$ cat config.mk
export PLATFORM = sky130hd
export DESIGN_NAME = csm_top
export DESIGN_NICKNAME = d
export VERILOG_FILES = /design/src/shared/csm_pkg.sv /design/src/rtl/csm_sync.sv /design/src/rtl/csm_top.sv
export SDC_FILE = /design/constraint.sdc
export NUM_CORES = 1
export LEC_CHECK = 0
export BUFFER_PORTS_ARGS = -buffer_cell sky130_fd_sc_hd__buf_4
export CORE_MARGIN = 4
export CORE_UTILIZATION = 49
export CTS_CLUSTER_DIAMETER = 30
export CTS_CLUSTER_SIZE = 24
export DETAILED_ROUTE_END_ITERATION = 16
export PLACE_DENSITY = 0.7
export SETUP_SLACK_MARGIN = 0.15
export SYNTH_ARGS = -nofsm -noshare
export SYNTH_HDL_FRONTEND = slang
export SYNTH_SLANG_ARGS = --single-unit
$ cat constraint.sdc
create_clock -name CORE_CLK_I -period 2.2 [get_ports CORE_CLK_I]
set_input_delay 0.22 -clock CORE_CLK_I [delete_from_list [all_inputs] [get_ports CORE_CLK_I]]
set_output_delay 0.22 -clock CORE_CLK_I [all_outputs]
set_load 0.02 [all_outputs]
$ cat src/shared/csm_pkg.sv
// Package with constants, frame layout and register map of the channel switch matrix.
`default_nettype none
package csm_pkg;
  localparam int unsigned NUM_CHANNELS = 6;
  localparam int unsigned FRAME_BITS   = 8;
  localparam int unsigned SYNC_STAGES  = 2;

  // Frame field positions, first bit sent is bit 7.
  localparam int unsigned FRM_DIR_POS  = 7;
  localparam int unsigned FRM_BANK_POS = 6;

  // Register bank and address codes.
  localparam logic       BANK_OUT       = 1'b0;
  localparam logic       BANK_CFG       = 1'b1;
  localparam logic [1:0] ADDR_HW_CONFIG = 2'b10;
  localparam logic [1:0] ADDR_SENSE_MUX = 2'b01;

  // Hardware configuration data bit positions.
  localparam int unsigned HWC_CTL_POS  = 0;
  localparam int unsigned HWC_RST_POS  = 1;
  localparam int unsigned HWC_STB_POS  = 1;
  localparam int unsigned HWC_GATE_POS = 3;

  // Values after reset.
  localparam logic [5:0] OUT_RESET       = 6'h00;
  localparam logic       GATE_RESET      = 1'b0;
  localparam logic       CTL_RESET       = 1'b0;
  localparam logic [2:0] SENSE_MUX_RESET = 3'h7;
  localparam logic [2:0] SENSE_MUX_STBY  = 3'h7;
  localparam logic       TER_RESET       = 1'b1;

  // Gating modes.
  localparam logic GATE_OR  = 1'b0;
  localparam logic GATE_AND = 1'b1;

  typedef enum logic [2:0] {
    SEL_OUT = 3'b001,
    SEL_HWC = 3'b010,
    SEL_MUX = 3'b100
  } csm_sel_t;

  typedef struct packed {
    logic       write;
    logic       bank;
    logic [1:0] addr;
    logic [3:0] data;
  } csm_cmd_t;

  typedef struct packed {
    logic sclk;
    logic cs_n;
    logic si;
  } csm_spi_in_t;
endpackage
`default_nettype wire

$ cat src/rtl/csm_sync.sv
// Two flip-flop synchroniser for a bundle of asynchronous levels.
`timescale 1ns/1ps
`default_nettype none
module csm_sync #(
  parameter int unsigned WIDTH = 1
) (
  input  wire logic             clk_i,
  input  wire logic             rst_i,
  input  wire logic [WIDTH-1:0] async_i,
  output var  logic [WIDTH-1:0] sync_o
);
  logic [WIDTH-1:0] meta_q;

  // Only the second stage is visible outside.
  always_ff @(posedge clk_i) begin
    if (rst_i) begin
      meta_q <= '0;
      sync_o <= '0;
    end else begin
      meta_q <= async_i;
      sync_o <= meta_q;
    end
  end
endmodule
`default_nettype wire

$ cat src/rtl/csm_top.sv
// Serially programmed six channel switch matrix with hardware configuration register.
`timescale 1ns/1ps
`default_nettype none
// Behaviour
// Six independent channel on/off paths.
// Channel driven by input pin and register bit.
// Gating mode 0: register bit OR pin.
// Gating mode 1: register bit AND pin.
// Open input pin reads as low.
// Reset command bit write-only; 1 resets.
// Stand-by bit read-only, 1 in stand-by.
// Frame: direction, bank, address, four data.
// Reset command equals power-on reset, outputs kept; the code clears out_q, so channels then follow the pins.
// First frame after reset returns output, error set.
// Stand-by while sense mux select is 111.
// One gating bit applies to all channels.
module csm_top
  import csm_pkg::*;
(
  input  wire logic                             CORE_CLK_I,
  input  wire logic                             RST_I,
  input  wire logic                             SCLK_I,
  input  wire logic                             CS_N_I,
  input  wire logic                             SI_I,
  output var  logic                             SO_O,
  output var  logic                             SO_OE_O,
  input  wire logic [csm_pkg::NUM_CHANNELS-1:0] CHANNEL_INPUT_PIN_I,
  output var  logic [csm_pkg::NUM_CHANNELS-1:0] CHANNEL_OUTPUT_O,
  output var  logic                             STANDBY_INDICATION_O
);
  import csm_pkg::*;

  csm_spi_in_t               spi_s;
  logic [2:0]                spi_raw;
  logic [NUM_CHANNELS-1:0]   pin_s;

  // Pins are asynchronous to the core clock, so every one passes two flops.
  // Chip select passes inverted, so a cleared synchroniser reads as deselected.
  // Otherwise every reset would be followed by a false frame and a reply enable pulse.
  csm_sync #(.WIDTH(3)) u_spi_sync (
    .clk_i   (CORE_CLK_I),
    .rst_i   (RST_I),
    .async_i ({SCLK_I, ~CS_N_I, SI_I}),
    .sync_o  (spi_raw)
  );

  assign spi_s = csm_spi_in_t'({spi_raw[2], ~spi_raw[1], spi_raw[0]});

  // An open pin is pulled low outside, and the synchroniser resets to low, so it never switches a channel on.
  csm_sync #(.WIDTH(NUM_CHANNELS)) u_pin_sync (
    .clk_i   (CORE_CLK_I),
    .rst_i   (RST_I),
    .async_i (CHANNEL_INPUT_PIN_I),
    .sync_o  (pin_s)
  );

  // Serial shifter state.
  logic                    sclk_q, sclk_d;
  logic                    cs_n_q, cs_n_d;
  logic [3:0]              cnt_q, cnt_d;
  logic [FRAME_BITS-1:0]   rx_q, rx_d;
  logic [FRAME_BITS-1:0]   tx_q, tx_d;
  logic                    so_q, so_d;
  logic                    so_oe_q, so_oe_d;

  // Register file state.
  logic [NUM_CHANNELS-1:0] out_q, out_d;
  logic                    gate_q, gate_d;
  logic                    ctl_q, ctl_d;
  logic [2:0]              mux_q, mux_d;
  logic                    ter_q, ter_d;
  csm_sel_t                sel_q, sel_d;
  logic                    stby_q, stby_d;

  // Channel state.
  logic [NUM_CHANNELS-1:0] ch_q, ch_d;

  logic                    sclk_rise;
  logic                    sclk_fall;
  logic                    cs_start;
  logic                    cs_end;
  logic                    frame_ok;
  csm_cmd_t                cmd;
  logic                    soft_rst;
  logic [FRAME_BITS-1:0]   reply;

  assign sclk_rise = spi_s.sclk & ~sclk_q & ~spi_s.cs_n;
  assign sclk_fall = ~spi_s.sclk & sclk_q & ~spi_s.cs_n;
  assign cs_start  = cs_n_q & ~spi_s.cs_n;
  assign cs_end    = ~cs_n_q & spi_s.cs_n;
  assign frame_ok  = cs_end && (cnt_q == 4'(FRAME_BITS));
  assign cmd       = csm_cmd_t'(rx_q);
  assign soft_rst  = frame_ok && cmd.write && cmd.bank == BANK_CFG && cmd.addr == ADDR_HW_CONFIG
                     && cmd.data[HWC_RST_POS];

  // The reply carries the error bit on top, then the selected register.
  always_comb begin
    reply = '0;
    unique case (sel_q)
      SEL_HWC: reply = {ter_q, BANK_CFG, ADDR_HW_CONFIG, gate_q, 1'b0, stby_q, ctl_q};
      SEL_MUX: reply = {ter_q, BANK_CFG, ADDR_SENSE_MUX, 1'b0, mux_q};
      SEL_OUT: reply = {ter_q, 1'b0, out_q};
    endcase
  end

  // Shifter: sample on rising edge, present next bit on falling edge, mode 0.
  always_comb begin
    sclk_d  = spi_s.sclk;
    cs_n_d  = spi_s.cs_n;
    cnt_d   = cnt_q;
    rx_d    = rx_q;
    tx_d    = tx_q;
    so_d    = so_q;
    so_oe_d = ~spi_s.cs_n;
    if (cs_start) begin
      cnt_d = 4'h0;
      tx_d  = {reply[FRAME_BITS-2:0], 1'b0};
      so_d  = reply[FRAME_BITS-1];
    end else if (sclk_rise) begin
      rx_d = {rx_q[FRAME_BITS-2:0], spi_s.si};
      if (cnt_q != 4'hf) begin
        cnt_d = cnt_q + 4'h1;
      end
    end else if (sclk_fall) begin
      so_d = tx_q[FRAME_BITS-1];
      tx_d = {tx_q[FRAME_BITS-2:0], 1'b0};
    end
  end

  always_ff @(posedge CORE_CLK_I) begin
    if (RST_I) begin
      sclk_q  <= 1'b0;
      cs_n_q  <= 1'b1;
      cnt_q   <= 4'h0;
      rx_q    <= '0;
      tx_q    <= '0;
      so_q    <= 1'b0;
      so_oe_q <= 1'b0;
    end else begin
      sclk_q  <= sclk_d;
      cs_n_q  <= cs_n_d;
      cnt_q   <= cnt_d;
      rx_q    <= rx_d;
      tx_q    <= tx_d;
      so_q    <= so_d;
      so_oe_q <= so_oe_d;
    end
  end

  // Register file; a finished frame is decoded once, at chip select release.
  always_comb begin
    out_d  = out_q;
    gate_d = gate_q;
    ctl_d  = ctl_q;
    mux_d  = mux_q;
    ter_d  = ter_q;
    sel_d  = sel_q;
    if (soft_rst) begin
      out_d  = OUT_RESET;
      gate_d = GATE_RESET;
      ctl_d  = CTL_RESET;
      mux_d  = SENSE_MUX_RESET;
      ter_d  = TER_RESET;
      sel_d  = SEL_OUT;
    end else if (cs_end) begin
      // A short or long frame is flagged and otherwise ignored; the flag setting wins over its clear.
      ter_d = ~frame_ok;
      if (frame_ok) begin
        if (cmd.write) begin
          sel_d = SEL_OUT;
          if (cmd.bank == BANK_OUT) begin
            out_d = rx_q[NUM_CHANNELS-1:0];
          end else if (cmd.addr == ADDR_HW_CONFIG) begin
            gate_d = cmd.data[HWC_GATE_POS];
            ctl_d  = cmd.data[HWC_CTL_POS];
          end else if (cmd.addr == ADDR_SENSE_MUX) begin
            mux_d = cmd.data[2:0];
          end
        end else if (cmd.bank == BANK_CFG && cmd.addr == ADDR_HW_CONFIG) begin
          sel_d = SEL_HWC;
        end else if (cmd.bank == BANK_CFG && cmd.addr == ADDR_SENSE_MUX) begin
          sel_d = SEL_MUX;
        end else begin
          sel_d = SEL_OUT;
        end
      end
    end
  end

  // Stand-by follows the mux select; it is derived, so software cannot write it.
  always_comb begin
    stby_d = (mux_q == SENSE_MUX_STBY);
  end

  always_ff @(posedge CORE_CLK_I) begin
    if (RST_I) begin
      out_q  <= OUT_RESET;
      gate_q <= GATE_RESET;
      ctl_q  <= CTL_RESET;
      mux_q  <= SENSE_MUX_RESET;
      ter_q  <= TER_RESET;
      sel_q  <= SEL_OUT;
      stby_q <= 1'b1;
    end else begin
      out_q  <= out_d;
      gate_q <= gate_d;
      ctl_q  <= ctl_d;
      mux_q  <= mux_d;
      ter_q  <= ter_d;
      sel_q  <= sel_d;
      stby_q <= stby_d;
    end
  end

  // Switch matrix, one path per channel.
  for (genvar i = 0; i < NUM_CHANNELS; i++) begin : g_ch
    always_comb begin
      if (gate_q == GATE_AND) begin
        ch_d[i] = out_q[i] & pin_s[i];
      end else begin
        ch_d[i] = out_q[i] | pin_s[i];
      end
    end
  end

  // The reset command clears registers only; this flop takes no soft reset.
  always_ff @(posedge CORE_CLK_I) begin
    if (RST_I) begin
      ch_q <= '0;
    end else begin
      ch_q <= ch_d;
    end
  end

  assign SO_O                 = so_q;
  assign SO_OE_O              = so_oe_q;
  assign CHANNEL_OUTPUT_O     = ch_q;
  assign STANDBY_INDICATION_O = stby_q;
endmodule
`default_nettype wire

# Yosys cells after proc, flatten, opt, wreduce, memory -nomap -nowiden
# Cells that the tools add are included.
# W data, S select, Z words.
# classes
n_eq_ne	9
n_reduce_logical	17
n_addsub	1
n_mux	16
bitwise	27
# op_table
op	count
$mux W8	3
$pmux W8 S3	1
$and A1 B1 Y1	12
$mux W1	9
$mux W3	3
$not A1 Y1	9
$reduce_and A2 Y1	4
$logic_and A1 B1 Y1	7
$eq A3 B3 Y1 const B	2
$or A1 B1 Y1	6
$reduce_and A6 Y1	1
$reduce_and A5 Y1	1
$add A4 B1 Y4 const B	1
$eq A4 B4 Y1 const B	1
$ne A4 B4 Y1 const B	1
$reduce_and A4 Y1	1
$reduce_or A2 Y1	2
$eq A3 B1 Y1 const B	1
$eq A3 B2 Y1 const B	1
$eq A2 B1 Y1 const B	1
$eq A2 B2 Y1 const B	1
$ne A2 B1 Y1 const B	1
$reduce_bool A2 Y1	1
# word_totals
elab_cells	89
input_bits	11
register_bits	63
output_inout_bits	9

# Logic depth before layout (Yosys ltp)
# depth
depth_word	8
mapped_depth	6
mapped_depth_nobuf	6

# Modules after synthesis
# From an unflattened synthesis, not the netlist that was laid out.
# hier_totals
cells_unflattened	268
area_unflattened_um2	2497.4
# modules_own_cells
module	seq_area_each_um2	cells_each	area_per_inst_um2	instances
csm_top	900.9	231	1973.1	1
csm_sync (u_pin_sync)	240.2	25	366.6	1
csm_sync (u_spi_sync)	120.1	12	157.7	1

# Least setup slack after synthesis
# OpenSTA, ideal clock, no wires.
# synth_timing
path_type	register to register
start	reg cnt_q[0]
end	reg ctl_q
path_buffers	0
arrival_time_ps	1482
period_less_slack_ps	1610
path_slack_ps	590
setup_ps	128
required_ps	2072
path_stages_with_launch	7
cell_sequence	dfxtp_1 inv_1 ha_1 or4b_4 nor3_4 mux2i_1 nor2_1
# synth_between
elab_chain_len	7
word_cells_on_any_way	8
cone_classes	eq/ne (1); reduce/logical (7)
# synth_rtl
element	line	text
from (decl)	csm_top.sv:60	logic [3:0] cnt_q, cnt_d;
from (signal assigned)	csm_top.sv:142	cnt_q <= cnt_d;
$eq A4 B4 Y1 *	csm_top.sv:91	assign frame_ok = cs_end && (cnt_q == 4'(FRAME_BITS));
$logic_and A1 B1 Y1 *	csm_top.sv:91	
$logic_and A1 B1 Y1 (3 in series)	csm_top.sv:93	assign soft_rst = frame_ok && cmd.write && cmd.bank == BANK_CFG && cmd.addr == ADDR_HW_CONFIG
$logic_and A1 B1 Y1	csm_top.sv:94	&& cmd.data[HWC_RST_POS];
$reduce_or A2 Y1 (no line)	-	
to (signal assigned)	csm_top.sv:207	ctl_q <= ctl_d;
to (decl)	csm_top.sv:69	logic ctl_q, ctl_d;
# Every way passes the cells marked *; elsewhere a longest branch is shown, timed or not.
# A chain may end at the register's enable or synchronous reset.

# Final worst setup path
# Same ends and word-level chain as after synthesis.

==> metrics <==
status finished clean; vias in the first global route 1652; routability cong. 0.804; 1st-pass router iterations 4; Skew-Pair Late Insertion Delay 0.34 ns; CTS max path bufs 2; DR iter-0 viols 119; Post-Route M1 WL 2.44 mm; Startpoint Class flop; DR WL met3 198 µm; first-pass GRT wire length 8.00 mm; final setup TNS 0 ns; post-CTS resize count 0; max_cap viols 0; Setup Buffers After CTS 0; DR vias 1859; post-synth top area share 0.498; Synth Area in XOR/XNOR 0.0104; uppermost routed layer met4; initial core utilization 0.519; relative slew slack 0.622; IO Pins 20; worst slew pin tran 0.567 ns; vias per std cell 5.28; CTS tree yes; total power 0.00235 W; ys async rst share 0; Finish-stage setup viols 0; most common cell after layout, fill and taps aside dfxtp_1; clock sink total 63; Site Rows 25; pre-CTS setup slack 0.502 ns; fin nets 293; EDFF count, synth 0; Netlist cell types 51; simple-gate share of the synthesized area 0.221; Primary FF master, synth dfxtp_1; die area 0.00639 mm²; largest net degree at the start of global routing 54; H-Tree Depth 3; ANT nets after route 0; drt drc 0; Synth area leaders dfxtp_1 50%, nor2b_1 6.7%, mux2i_1 4.3%; Lkg Pwr 1.10 nW; Antenna diodes 0; CP Data Arrival Time 1.92 ns; number of port buffers 19; fmax 0.586 GHz; core area 0.00488 mm²; area overhead of the layout relative to synthesis 14.2%; gr ovfl total 0; Hold Path Class in -> reg; skew final 0.00694 ns; syn_nets 278; routed wire length 4.84 mm; register bit count reported by yosys 63; YS warnings 0; Crit Path Class reg -> reg; wire per inst 13.7 µm; Post-DP HPWL 3.23 mm; RSZ-0062 raised after global routing false; pwr dens 812 mW/mm²; critical path required time 2.41 ns; Placed Cells 336; post-synthesis mux area share 0.0435; Final Cycle Share 0.776; Synth Area in Compound Gates 0.163; final worst setup slack 0.493 ns; Worst-path clk slew 0.07 ns; CTS root buf clkbuf_8; most frequent cells in the layout 63 x dfxtp_1, 27 x nor2b_1, 23 x nor2_1, 20 x nand2_1, 20 x buf_4; die width 79.9 µm; final hold vios 0; min Tclk post-route 1.71 ns; overall routing resource usage 0.165; Post-Syn Area per Cell 9.56 µm²; initial antenna violation count 0; fillers 443; max-slew violations 0; Worst setup EP type flop; layout cells sized above 1 0.161; Synth Instances 265; VDD IR-drop max 580 µV; CP Max Fanout 5; Final Instance Count excl. Fillers 352; die height 79.9 µm; TritonCTS buffer count 9; CTS Hold Bufs 0; Synth Area in Adders 0.00988; Post-Syn Area 0.00253 mm²; met2 routed WL 2.08 mm; sequential share of the synthesized area 0.498; cell taking the most area after synthesis dfxtp_1; largest family of logic cells by synthesized area simple AND/OR/NAND/NOR gates
metal layers:
metal,vias to the layer above,global-route usage
li1,957,-
met2,34,0.240
met5,-,0
met4,0,0.0912
met3,10,0.0384
met1,858,0.222
worst paths after layout:
| check | slack [ns] | from | end | cells after the start |
|---|---|---|---|---|
| worst max-delay path | 0.49 | cnt_q[0]$_SDFFE_PP0P_ | ctl_q$_SDFFE_PP0P_ | 6 |
| worst min-delay path | 0.02 | CS_N_I | u_spi_sync.meta_q[1]$_SDFF_PP0_ | 2 |
| worst min register to register | 0.44 | u_pin_sync.meta_q[1]$_SDFF_PP0_ | u_pin_sync.sync_o[1]$_SDFF_PP0_ | 1 |
| worst max register to register | 0.49 | cnt_q[0]$_SDFFE_PP0P_ | ctl_q$_SDFFE_PP0P_ | 6 |
worst max-delay path, cell delays in order, from the launching register on:
cell	delay, ns
dfxtp_1	0.35
inv_1	0.07
ha_1	0.14
or4b_4	0.54
nor3_4	0.23
mux2i_1	0.20
nor2_1	0.05
cells in the mapped netlist, types with 2 or more instances:
cell,number
dfxtp_1,63
nor2b_1,27
nor2_1,23
nand2_1,20
a21oi_1,17
mux2i_1,11
o21ai_0,11
inv_1,10
clkbuf_1,8
nor3_1,8
a22o_1,6
buf_1,4
a31oi_1,3
nand3_1,3
o31ai_1,3
o32a_1,3
a211oi_1,2
a221oi_1,2
a22oi_1,2
a311oi_1,2
and3b_1,2
buf_2,2
ha_1,2
nand3b_1,2
o22ai_1,2
xnor2_1,2
final cells by class:
type	count	area (µm²)	share of cell area
clock buffer	9	124	0.0428
clock inverter	7	97.6	0.0337
inverter	10	37.5	0.0130
multi-input combinational	176	1140	0.394
sequential	63	1260	0.436
tap	67	83.8	0.0290
timing repair buffer	20	150	0.0519
state kept, by name, summed over array words and instances (netlist names), 4 cells and up:
signal,count
cmd,8
tx_q,7
CHANNEL_OUTPUT_O,6
out_q,6
u_pin_sync.meta_q,6
u_pin_sync.sync_o,6
cnt_q,4
power breakdown:
group	internal, W	switching [W]
clock	0.000638	0.000454
sequential	0.00116	0.0000114
combinational	0.0000359	0.0000453
cell families after synthesis:
family                   count (synthesis)
flip-flops                              63
adder cells (fa/ha/maj)                  2
multiplexers                            11
AO/OA/AOI/OAI                           61
AND/OR/NAND/NOR                         99
XOR/XNOR                                 3
buffers and inverters                   26
through the flow:
| stage | utilization | hold WS, ns | instance area (µm²) |
|---|---|---|---|
| global placement | 0.548 | 0.374 | 2670 |
| detailed placement | 0.548 | 0.375 | 2670 |
| finish | 0.593 | 0.0243 | 2890 |
| floorplan | - | 0.287 | 2530 |
| CTS | 0.593 | 0.0140 | 2890 |
| global route | 0.593 | 0.0221 | 2890 |
Note: power is estimated with default switching activity, not from simulation.
